<file path="config.mk">
export PLATFORM = sky130hd
export DESIGN_NAME = fapes_host
export DESIGN_NICKNAME = d
export VERILOG_FILES = /design/src/core/fapes_bus_cycle.v /design/src/core/fapes_host.v
export VERILOG_INCLUDE_DIRS = /design/src /design/src/core
export SDC_FILE = /design/constraint.sdc
export NUM_CORES = 1
export LEC_CHECK = 0
export ABC_CLOCK_PERIOD_IN_PS = 5400
export BUFFER_PORTS_ARGS = -buffer_cell sky130_fd_sc_hd__buf_4
export CAP_MARGIN = 20
export CORE_ASPECT_RATIO = 0.75
export CORE_MARGIN = 2
export CORE_UTILIZATION = 52
export CTS_CLUSTER_SIZE = 12
export DETAILED_ROUTE_END_ITERATION = 6
export PLACE_DENSITY = 0.72
export SYNTH_ARGS = -nofsm -noshare
export SYNTH_HDL_FRONTEND = slang
export SYNTH_SLANG_ARGS = --single-unit
</file>
<file path="constraint.sdc">
create_clock -name clk_sys -period 5.4 [get_ports clk_sys]
set_input_delay 0.81 -clock clk_sys [delete_from_list [all_inputs] [get_ports clk_sys]]
set_output_delay 0.81 -clock clk_sys [all_outputs]
set_load 0.05 [all_outputs]
</file>
<file path="src/core/fapes_defines.vh">
/*
 holds: timing counts, status bit positions and command codes for the
 flash program/erase host controller.
 assumes: a 20 MHz system clock (50 ns period).
*/
`ifndef FAPES_DEFINES_VH
`define FAPES_DEFINES_VH

// ****************************************************
// clock and times
// ****************************************************
`define FAPES_CLK_NS          50
`define FAPES_PROG_MAX_US     210
`define FAPES_SECT_MAX_MS     10400
`define FAPES_CHIP_MAX_MS     32000
`define FAPES_LOAD_WIN_US     100
`define FAPES_PROT_PW_US      10
`define FAPES_UNPROT_PW_MS    12
`define FAPES_OE_LEAD_US      4
`define FAPES_CMD_PW_NS       100
// cycle counts (least times rounded up except the unprotect pulse, which is rounded down like the longest times)
`define FAPES_PROG_CYC    ((`FAPES_PROG_MAX_US*1000)/`FAPES_CLK_NS)
`define FAPES_SECT_CYC    ((`FAPES_SECT_MAX_MS*20000))
`define FAPES_CHIP_CYC    ((`FAPES_CHIP_MAX_MS*20000))
`define FAPES_LOAD_CYC    ((`FAPES_LOAD_WIN_US*1000)/`FAPES_CLK_NS)
`define FAPES_PROT_CYC    ((`FAPES_PROT_PW_US*1000+`FAPES_CLK_NS-1)/`FAPES_CLK_NS)
`define FAPES_UNPROT_CYC  ((`FAPES_UNPROT_PW_MS*1000000)/`FAPES_CLK_NS)
`define FAPES_OE_CYC      ((`FAPES_OE_LEAD_US*1000+`FAPES_CLK_NS-1)/`FAPES_CLK_NS)
`define FAPES_CMD_CYC     ((`FAPES_CMD_PW_NS+`FAPES_CLK_NS-1)/`FAPES_CLK_NS)

// ****************************************************
// status bits and operations
// ****************************************************
`define FAPES_POLL_BIT    7
`define FAPES_TOGGLE_BIT  6
`define FAPES_PROTF_BIT   0
`define FAPES_OP_PROG     3'h0
`define FAPES_OP_CHIP     3'h1
`define FAPES_OP_SECT     3'h2
`define FAPES_OP_PROT     3'h3
`define FAPES_OP_UNPROT   3'h4
`define FAPES_OP_READ     3'h5
`define FAPES_OP_IDRD     3'h6

`endif

</file>
<file path="src/core/fapes_bus_cycle.v">
/*
 holds: one parallel bus cycle (write or read) on the flash pins.
 assumes: inputs synchronous to clk_sys; strobes held PW+1 cycles.
*/
`timescale 1ns/100ps
module fapes_bus_cycle #(
   parameter PW = 2
) (
   input  wire        clk_sys,
   input  wire        nrst,
   input  wire        start,
   input  wire        isWrite,
   input  wire [18:0] addrIn,
   input  wire [7:0]  dataIn,
   output reg         busy,
   output reg         done,
   output reg  [7:0]  rdData_q,
   output reg  [18:0] flAddr,
   output reg  [7:0]  flDqOut,
   output reg         flDqOe,
   output reg         flCeN,
   output reg         flWeN,
   output reg         flOeN,
   input  wire [7:0]  flDqIn
);
   reg [15:0] cnt_q;

   // ****************************************************
   // strobe sequencer
   // ****************************************************
   always @(posedge clk_sys) begin
      done <= 1'b0;
      if (!nrst) begin
         busy     <= 1'b0;
         cnt_q    <= 16'h0000;
         rdData_q <= 8'h00;
         flAddr   <= 19'h00000;
         flDqOut  <= 8'h00;
         flDqOe   <= 1'b0;
         flCeN    <= 1'b1;
         flWeN    <= 1'b1;
         flOeN    <= 1'b1;
      end else if (!busy) begin
         if (start) begin
            busy    <= 1'b1;
            cnt_q   <= PW[15:0];
            flAddr  <= addrIn;
            flDqOut <= dataIn;
            flDqOe  <= isWrite;
            flCeN   <= 1'b0;
            flWeN   <= ~isWrite;
            flOeN   <= isWrite;
         end
      end else if (cnt_q != 16'h0000) begin
         cnt_q <= cnt_q - 16'h0001;
      end else begin
         busy <= 1'b0;
         done <= 1'b1;
         if (!flOeN)
            rdData_q <= flDqIn;
         flCeN  <= 1'b1;
         flWeN  <= 1'b1;
         flOeN  <= 1'b1;
         flDqOe <= 1'b0;
      end
   end
endmodule // fapes_bus_cycle

</file>
<file path="src/core/fapes_host.v">
/*
 holds: host controller that drives a byte-wide flash through its
 embedded program/erase algorithms and watches status bits.
 assumes: single 20 MHz clock, inputs synchronous, a tristate wrapper
 resolves the data pins from flDqOe.
*/
`timescale 1ns/100ps
`include "fapes_defines.vh"
module fapes_host #(
   parameter PROG_CYC   = `FAPES_PROG_CYC,
   parameter SECT_CYC   = `FAPES_SECT_CYC,
   parameter CHIP_CYC   = `FAPES_CHIP_CYC,
   parameter LOAD_CYC   = `FAPES_LOAD_CYC,
   parameter UNPROT_CYC = `FAPES_UNPROT_CYC,
   parameter PROT_CYC   = `FAPES_PROT_CYC,
   parameter OE_CYC     = `FAPES_OE_CYC
) (
   input  wire        clk_sys,
   input  wire        nrst,
   input  wire        reqValid,
   output wire        reqReady,
   input  wire [2:0]  reqOp,
   input  wire [18:0] reqAddr,
   input  wire [7:0]  reqData,
   input  wire [5:0]  extraSector,
   input  wire        extraValid,
   output reg         rspValid,
   output reg         rspFail,
   output reg  [7:0]  rspData,
   output reg         protectFlag,
   output wire [18:0] flAddr,
   output wire [7:0]  flDqOut,
   output wire        flDqOe,
   input  wire [7:0]  flDqIn,
   output wire        flCeN,
   output wire        flWeN,
   output wire        flOeN,
   output reg         flOeHv,
   output reg         flA9Hv
);
   localparam ST_IDLE = 4'h0;
   localparam ST_CMD  = 4'h1;
   localparam ST_WAIT = 4'h2;
   localparam ST_LOAD = 4'h3;
   localparam ST_POLL = 4'h4;
   localparam ST_READ = 4'h5;
   localparam ST_OESU = 4'h6;
   localparam ST_WPUL = 4'h7;
   localparam ST_DONE = 4'h8;
   localparam ST_HVOF = 4'h9;

   reg [3:0]  state_q;
   reg [2:0]  op_q;
   reg [18:0] addr_q;
   reg [7:0]  data_q;
   reg [2:0]  step_q;
   reg [31:0] tmo_q;
   reg [31:0] win_q;
   reg [7:0]  last_q;
   reg        haveLast_q;
   reg        start;
   reg        isWrite;
   reg [18:0] cycAddr;
   reg [7:0]  cycData;
   reg [2:0]  nSteps;
   reg        wpLow_q;
   wire       busy;
   wire       done;
   wire [7:0] rdData;
   wire       cycWeN;

   // unlock/command sequence, one entry per write step
   function [26:0] cmdStep;
      input [2:0]  op;
      input [2:0]  idx;
      input [18:0] a;
      input [7:0]  d;
      begin
         case (idx)
            3'h0: cmdStep = {19'h00555, 8'haa};
            3'h1: cmdStep = {19'h002aa, 8'h55};
            3'h2: cmdStep = (op == `FAPES_OP_PROG) ?
                            {19'h00555, 8'ha0} :
                            (op == `FAPES_OP_IDRD) ?
                            {19'h00555, 8'h90} : {19'h00555, 8'h80};
            3'h3: cmdStep = (op == `FAPES_OP_PROG) ?
                            {a, d} : {19'h00555, 8'haa};
            3'h4: cmdStep = {19'h002aa, 8'h55};
            default: cmdStep = (op == `FAPES_OP_CHIP) ?
                            {19'h00555, 8'h10} :
                            {a[18:13], 13'h0000, 8'h30};
         endcase
      end
   endfunction

   assign reqReady = (state_q == ST_IDLE);
   assign flWeN    = cycWeN & ~wpLow_q;

   fapes_bus_cycle #(
      .PW (`FAPES_CMD_CYC)
   ) u_cyc (
      .clk_sys  (clk_sys),
      .nrst     (nrst),
      .start    (start),
      .isWrite  (isWrite),
      .addrIn   (cycAddr),
      .dataIn   (cycData),
      .busy     (busy),
      .done     (done),
      .rdData_q (rdData),
      .flAddr   (flAddr),
      .flDqOut  (flDqOut),
      .flDqOe   (flDqOe),
      .flCeN    (flCeN),
      .flWeN    (cycWeN),
      .flOeN    (flOeN),
      .flDqIn   (flDqIn)
   );

   // ****************************************************
   // bus cycle requests
   // ****************************************************
   always @* begin
      nSteps = (op_q == `FAPES_OP_PROG) ? 3'h4 :
               (op_q == `FAPES_OP_IDRD) ? 3'h3 : 3'h6;
      start   = 1'b0;
      isWrite = 1'b1;
      {cycAddr, cycData} = cmdStep(op_q, step_q, addr_q, data_q);
      if (state_q == ST_CMD && !busy && !done)
         start = 1'b1;
      // no extra sector write may finish after the load window
      if (state_q == ST_LOAD && !busy && !done && extraValid &&
          win_q > 32'h00000006) begin
         start   = 1'b1;
         cycAddr = {extraSector, 13'h0000};
         cycData = 8'h30;
      end
      if ((state_q == ST_POLL || state_q == ST_READ) &&
          !busy && !done) begin
         start   = 1'b1;
         isWrite = 1'b0;
         cycAddr = (op_q == `FAPES_OP_IDRD) ? 19'h00002 : addr_q;
         cycData = 8'h00;
      end
   end

   // ****************************************************
   // operation sequencer
   // ****************************************************
   always @(posedge clk_sys) begin
      rspValid <= 1'b0;
      if (!nrst) begin
         state_q     <= ST_IDLE;
         op_q        <= 3'h0;
         addr_q      <= 19'h00000;
         data_q      <= 8'h00;
         step_q      <= 3'h0;
         tmo_q       <= 32'h00000000;
         win_q       <= 32'h00000000;
         last_q      <= 8'h00;
         haveLast_q  <= 1'b0;
         rspFail     <= 1'b0;
         rspData     <= 8'h00;
         protectFlag <= 1'b0;
         flOeHv      <= 1'b0;
         flA9Hv      <= 1'b0;
         wpLow_q     <= 1'b0;
      end else begin
         case (state_q)
            ST_IDLE: if (reqValid) begin
               op_q       <= reqOp;
               addr_q     <= reqAddr;
               data_q     <= reqData;
               step_q     <= 3'h0;
               haveLast_q <= 1'b0;
               if (reqOp == `FAPES_OP_READ)
                  state_q <= ST_READ;
               else if (reqOp == `FAPES_OP_PROT ||
                        reqOp == `FAPES_OP_UNPROT) begin
                  flOeHv  <= 1'b1;
                  flA9Hv  <= 1'b1;
                  tmo_q   <= OE_CYC;
                  state_q <= ST_OESU;
               end else
                  state_q <= ST_CMD;
            end
            ST_CMD: if (done) begin
               if (step_q == nSteps - 3'h1) begin
                  if (op_q == `FAPES_OP_IDRD)
                     state_q <= ST_READ;
                  else if (op_q == `FAPES_OP_SECT) begin
                     win_q   <= LOAD_CYC;
                     state_q <= ST_LOAD;
                  end else begin
                     tmo_q   <= (op_q == `FAPES_OP_PROG) ?
                                PROG_CYC : CHIP_CYC;
                     state_q <= ST_POLL;
                  end
               end else
                  step_q <= step_q + 3'h1;
            end
            ST_LOAD: begin
               win_q <= win_q - 32'h1;
               if (win_q <= 32'h1 && !busy) begin
                  tmo_q   <= SECT_CYC;
                  state_q <= ST_POLL;
               end
            end
            ST_POLL: begin
               if (tmo_q != 32'h0)
                  tmo_q <= tmo_q - 32'h1;
               if (done) begin
                  last_q     <= rdData;
                  haveLast_q <= 1'b1;
                  // data polling; toggle as second witness
                  if ((op_q == `FAPES_OP_PROG &&
                       rdData[`FAPES_POLL_BIT] == data_q[`FAPES_POLL_BIT]) ||
                      (op_q != `FAPES_OP_PROG && rdData[`FAPES_POLL_BIT]) ||
                      (haveLast_q && rdData[`FAPES_TOGGLE_BIT] ==
                       last_q[`FAPES_TOGGLE_BIT])) begin
                     rspFail <= 1'b0; // no host verify
                     state_q <= ST_DONE;
                  end else if (tmo_q == 32'h0) begin
                     rspFail <= 1'b1;
                     state_q <= ST_DONE;
                  end
               end
            end
            ST_READ: if (done) begin
               rspData <= rdData;
               rspFail <= 1'b0;
               if (op_q == `FAPES_OP_IDRD)
                  protectFlag <= rdData[`FAPES_PROTF_BIT];
               state_q <= ST_DONE;
            end
            ST_OESU: if (tmo_q <= 32'h1) begin
               wpLow_q <= 1'b1;
               tmo_q   <= (op_q == `FAPES_OP_PROT) ?
                          PROT_CYC : UNPROT_CYC;
               state_q <= ST_WPUL;
            end else
               tmo_q <= tmo_q - 32'h1;
            ST_WPUL: if (tmo_q <= 32'h1) begin
               wpLow_q <= 1'b0;
               state_q <= ST_HVOF;
            end else
               tmo_q <= tmo_q - 32'h1;
            ST_HVOF: begin
               // high voltage outlasts the write pulse edge
               flOeHv  <= 1'b0;
               flA9Hv  <= 1'b0;
               rspFail <= 1'b0;
               state_q <= ST_DONE;
            end
            ST_DONE: begin
               rspValid <= 1'b1;
               state_q  <= ST_IDLE;
            end
            default: state_q <= ST_IDLE;
         endcase
      end
   end
endmodule // fapes_host

</file>
Yosys cells after proc, flatten, opt, wreduce, memory -nomap -nowiden
Cells that the tools add are included.

operators by class
  add/subtract/negate cells = 5
  $lt $le $gt $ge = 3
  eq/ne operators = 41
  mux-type cells = 86
  bitwise operators = 5
  reductions and logical operators = 51

operator list
  operator                                                                            number
  32-bit two-way mux                                                                  15
  32-bit one-hot mux with 6 select lines                                              1
  27-bit one-hot mux with 4 select lines                                              1
  32-bit by 1-bit less-or-equal comparator with 1-bit output (second input constant)  2
  32-bit one-hot mux with 2 select lines                                              1
  32-bit by 1-bit subtractor with 32-bit output (second input constant)               2
  19-bit two-way mux                                                                  3
  27-bit two-way mux                                                                  2
  16-bit two-way mux                                                                  3
  4-bit two-way mux                                                                   10
  32-bit by 3-bit > comparator with 1-bit output (second input constant)              1
  32-bit logical NOT                                                                  1
  4-bit one-hot mux with 8 select lines                                               1
  32-bit nonzero test                                                                 1
  30-bit two-way mux                                                                  1
  1-bit two-way mux                                                                   29
  3-bit two-way mux                                                                   9
  2-bit inequality test (second input constant)                                       10
  18-bit two-way mux                                                                  1
  4-bit by 3-bit equality test with 1-bit output (second input constant)              4
  8-bit two-way mux                                                                   2
  2-bit by 1-bit inequality test with 1-bit output (second input constant)            8
  16-bit nonzero test                                                                 1
  16-bit by 1-bit subtractor with 16-bit output (second input constant)               1
  33 further kinds                                                                    81

word-level totals
  bits in registers = 179
  input bits = 48
  output and inout port bits = 45
  word-level logic and storage cells = 216

Longest topological paths before layout
  depth after elaboration = 9
  depth in mapped cells = 11
  depth with buffers taken out = 9

Hierarchy
A second synthesis with hierarchy kept.

second synthesis, totals
  cells, all modules = 1,113
  area total of the unflattened synthesis = 8,819.7 um2

by module, submodules not included
  module           instances  cells an instance  area an instance (um2)  seq. area each (um2)
  fapes_host       1          833                6,441.2                 2,322.2
  fapes_bus_cycle  1          280                2,378.5                 1,141.1

Worst setup path before layout
OpenSTA, ideal clock, no wires.

  path type = register to register
  start point = register state_q[3]
  end point = register step_q[2] (netlist: cmdStep.idx[2])
  setup time = 70 ps
  arrival = 3,157 ps
  required time = 5,330 ps
  path slack = 2,172 ps
  cell stages (with the launch flop) = 8
  buffers on the path = 2
  period minus slack after synthesis = 3,228 ps
  path through = dfxtp_1 -> clkbuf_1 -> nor4_1 -> and2_1 -> clkbuf_1 -> a31oi_1 -> or3_1 -> a21oi_1

between the ends
  longest elaborated chain between the ends = 3

ends and longest elaborated chain
  item                                                                                 RTL line          source
  start, declared                                                                      fapes_host.v:52   reg [3:0] state_q;
  start signal, assigned                                                               fapes_host.v:153  state_q <= ST_IDLE;
  start signal, assigned                                                               fapes_host.v:177  state_q <= ST_READ;
  start signal, assigned                                                               fapes_host.v:183  state_q <= ST_OESU;
  4-bit logical NOT (*)                                                                n/a
  via reqReady                                                                         fapes_host.v:21   output wire reqReady,
  2-bit inequality test (no source line) / 2-bit nonzero test (equally long branches)  n/a
  4-bit AND reduction (no source line)                                                 n/a
  end signal, assigned                                                                 fapes_host.v:200  step_q <= step_q + 3'h1;
  end, declared                                                                        fapes_host.v:56   reg [2:0] step_q;

Mark *: on every way through the listed nets, which the timed path passes. The rest lies on a longest branch.
A chain may end at the register's enable or synchronous reset.

Worst setup path after layout
  start point = register state_q[2]
  end point = register u_cyc.flDqOut[0]

between the ends
  longest elaborated chain between the ends = 8

ends and longest elaborated chain
  item                                            RTL line              source
  4-bit by 2-bit equality test with 1-bit output  fapes_host.v:132      if (state_q == ST_LOAD && !busy && !done && extraValid &&
  1-bit logical AND (4 in a row)                  fapes_host.v:132
  1-bit two-way mux                               fapes_host.v:132
  1-bit two-way mux                               fapes_host.v:138      if ((state_q == ST_POLL || state_q == ST_READ) &&
  2-bit AND reduction (no source line)            n/a
  end signal, assigned                            fapes_bus_cycle.v:48  flDqOut <= dataIn;
  end, declared                                   fapes_bus_cycle.v:19  output reg [7:0] flDqOut,

Parallel ways exist; a longest one is shown, timed or not.

==> metrics.md <==
| Metric | Value |
|---|---|
| Global routing usage on met1 | `0.382` |
| Skew final | `9.57 ps` |
| Antenna-violating nets left | `0` |
| CTS buffer count | `17` |
| Post-synth EDFFs | `0` |
| CTS root buf | `clkbuf_16` |
| Synth Flop Type | `dfxtp_1` |
| WS Path Type | `flip-flop to flip-flop` |
| Slew margin rel. | `0.303` |
| CP startpoint kind | `flip-flop` |
| FMAX | `0.292 GHz` |
| Initial drt markers | `between 700 and 800` |
| Routed wire length | `21800 um` |
| Worst Path Arrival | `3710 ps` |
| Maximum vdd drop | `between 0.2 and 0.3 mV` |
| Hold Path End | `u_cyc.flAddr[6]$_SDFFE_PN0P_` |
| Worst Hold Class | `flip-flop to flip-flop` |
| GRT overflow | `0` |
| Number of synthesized register bits | `roughly 170` |
| Crit-path max FO | `23` |
| Ports | `93` |
| Synth Instances | `1060` |
| Final HPWL DP | `14400 um` |
| WHS | `455 ps` |
| Static Leak | `3.81 nW` |
| H-tree depth | `4` |
| Pin count of the biggest net entering global routing | `65` |
| Total iterations of the first detailed-routing run | `5` |
| Worst-Margin Slew | `1040 ps` |
| Vias per std cell | `5.86` |
| Worst-Skew Late Latency | `~440 ps` |
| Kind of end point of the critical path | `flip-flop` |
| Ant. Diodes | `0` |
| Post-Syn Area | `0.00837 mm2` |
| Via Count | `7847` |
| Pwr dens | `623 mW/mm2` |
| Die Footprint | `approximately 0.017 mm2` |
| FF-to-FF path depth | `8` |
| Ratio of cells with drive above 1 in the final layout | `0.142` |
| GRT Util Overall | `0.259` |
| Met2 Usage GRT | `0.368` |
| Die width | `150 um` |
| Final hold vios | `0` |
| Post-synth ARST share | `0` |
| CTS resizes | `0` |
| Antenna violations before repair | `0` |
| Rows | `40` |
| CTS sink cnt | `173` |
| Initial core utilization | `0.527` |
| IO buf count | `92` |
| WL per Instance | `16.3 um` |
| Mean area per synthesized cell | `~8 um2` |
| Post-synthesis sequential area ratio | `0.414` |
| Nets | `1176` |
| CP required | `5680 ps` |
| Crit Reg-Reg Endpoint | `u_cyc.flDqOut[0]$_SDFFE_PN0P_` |
| Postcts setup bufs | `0` |
| Longest Clk Path Bufs | `2` |
| Final count of negative-setup-slack endpoints | `0` |
| Synth-to-layout area growth | `16.5%` |
| Synthesized Nets | `roughly 1100` |
| RSZ-0062 raised after global routing | `false` |
| CTS clk-pin slew, worst paths | `around 70 ps` |
| Final cell count without fillers | `1340` |
| HP Start | `addr_q[6]$_SDFFE_PN0P_` |
| RR Startpoint | `state_q[2]$_SDFFE_PN0P_` |
| TNS Setup | `0 ps` |
| Hold Path Depth | `2` |
| Gp weighted congestion | `0.891` |
| Status | `finished, final reports clean` |
| Core ar. | `about 0.016 mm2` |
| Period utilization | `0.634` |
| Met3 usage | `0.0692` |
| Yosys warning count | `0` |
| Internal reg-to-reg setup slack | `a little under 2000 ps` |
| Yosys cell types | `between 70 and 80` |
| Drc violations | `0` |
| Die Height | `114 um` |
| Max Cap Viol | `0` |
| Number of instances in the placed design | `1307` |
| Tot Pwr | `0.00608 W` |
| Grt peak-use layer | `met1` |
| Vias in the first global route | `7040` |
| CTS tree | `done` |
| Global-route wire length before repair | `36000 um` |
| Period minus WS final | `3420 ps` |
| Slew Limit Fails | `0` |
| Hold Buf Count CTS | `0` |
per-stage QoR:
| stage | cell area [um2] | utilization | setup slack (ps) |
|---|---|---|---|
| after floorplan | 8370 | - | 2170 |
| after global routing | 9750 | 0.615 | 1710 |
| after CTS | 9730 | 0.614 | 1980 |
| after global placement | 9140 | 0.576 | 2120 |
| after detailed placement | 9140 | 0.576 | 2020 |
| final | 9750 | 0.615 | 1980 |
layer usage:
| metal | part of all wire | routed length (um) |
|---|---|---|
| met1 | 0.49 | 10600 |
| met2 | 0.42 | 9240 |
| met3 | 0.074 | 1610 |
| met4 | 0.014 | 300 |
| met5 | 0 | 0 |
registers in the layout, summed over array words and instances (netlist names), 3 cells and up:
name / count
u_cyc.flDqOut: 8
u_cyc.rdData_q: 8
u_cyc.cnt_q: 16
state_q: 4
rspData: 8
cmdStep.d: 8
cmdStep.op: 3
cmdStep.idx: 3
tmo_q: 32
u_cyc.flAddr: 19
win_q: 32
addr_q: 19
critical path, cell delays in order, from the launching register on:
cell     delay [ps]
dfxtp_1         660
nor2b_1         520
nand2_1         250
nor3_1          420
o31ai_1         260
a21o_1          210
buf_4           220
a21oi_1         600
a21oi_1         140
cell type report:
type                    instances  area, um2
fillers                      1423       6120
multi-input cells             806       4590
flip-flops and latches        173       3460
repair buffers                102        773
clock buffers                  21        460
well taps                     210        263
clock inverters                11        130
inverters                      17       65.1
Yosys cell counts (4+ instances only):
master,count,area (um2)
mux2i_1,11,110
o31a_1,4,35.0
nor4_1,19,119
nor3b_1,5,37.5
nand3b_1,7,52.6
or2_2,4,25.0
or4_1,5,37.5
nor2_1,114,428
nor2b_1,13,81.3
dfxtp_1,173,3460
nand2_1,173,649
xor2_1,17,149
or3_1,17,106
a21oi_1,126,631
o32ai_1,7,61.3
o21ai_0,57,285
nand2b_1,7,43.8
nor4_2,4,50.1
xnor2_1,20,175
o211ai_1,13,97.6
a21o_1,8,60.1
clkbuf_1,55,206
nor3_1,26,130
a311oi_1,5,43.8
a221oi_1,9,78.8
ha_1,11,138
a31oi_1,18,113
and2_1,5,31.3
nand3_1,23,115
buf_2,5,25.0
inv_1,16,60.1
o31ai_1,13,97.6
nand4_1,7,43.8
layout by cell type, fill, tap and decap left out, types with 5 or more instances in the layout:
master / netlist / final
nand2_1: 173 / 173
dfxtp_1: 173 / 173
a21oi_1: 126 / 125
nor2_1: 114 / 114
buf_4: 1 / 101
o21ai_0: 57 / 57
nor3_1: 26 / 26
nand3_1: 23 / 23
xnor2_1: 20 / 20
nor4_1: 19 / 19
a31oi_1: 18 / 18
or3_1: 17 / 17
xor2_1: 17 / 17
clkbuf_16: 0 / 17
inv_1: 16 / 16
nor2b_1: 13 / 13
o31ai_1: 13 / 13
o211ai_1: 13 / 13
mux2i_1: 11 / 11
ha_1: 11 / 11
a221oi_1: 9 / 9
a21o_1: 8 / 8
nand4_1: 7 / 7
nand2b_1: 7 / 7
nand3b_1: 7 / 7
o32ai_1: 7 / 7
or4_1: 5 / 5
nor3b_1: 5 / 5
and2_1: 5 / 5
a311oi_1: 5 / 5
report_power, final:
part	switching [W]	leakage (nW)	total, W	internal, W
Sequential	0.000253	1.40	0.00178	0.00153
Clock	0.000534	0.289	0.00125	0.000712
Combinational	0.00205	2.12	0.00305	0.000997
cell families (layout without fill, tap and decap cells):
group                    count (synthesis)  after routing  synth area share
AND/OR/NAND/NOR                        451            451             0.260
AO/OA/AOI/OAI                          295            295             0.219
flip-flops                             173            173             0.414
buffers and inverters                   81            151            0.0375
XOR/XNOR                                37             37            0.0387
multiplexers                            12             12            0.0145
adder cells (fa/ha/maj)                 11             11            0.0164
worst max-delay path by stage:
stage | start | endpoint | slack [ps] | cells after the start
2_1_floorplan | state_q[3]$_SDFFE_PN0P_ | cmdStep.idx[2]$_SDFFE_PN0P_ | 2170 | 7
3_3_place_gp | state_q[2]$_SDFFE_PN0P_ | u_cyc.flAddr[9]$_SDFFE_PN0P_ | 2120 | 7
3_5_place_dp | state_q[2]$_SDFFE_PN0P_ | u_cyc.flDqOut[0]$_SDFFE_PN0P_ | 2020 | 7
4_1_cts | state_q[2]$_SDFFE_PN0P_ | u_cyc.flAddr[1]$_SDFFE_PN0P_ | 1980 | 7
5_1_grt | state_q[2]$_SDFFE_PN0P_ | u_cyc.flDqOut[2]$_SDFFE_PN0P_ | 1710 | 8
6_report | state_q[2]$_SDFFE_PN0P_ | u_cyc.flDqOut[0]$_SDFFE_PN0P_ | 1980 | 8
Note: power is estimated with default switching activity, not from simulation.
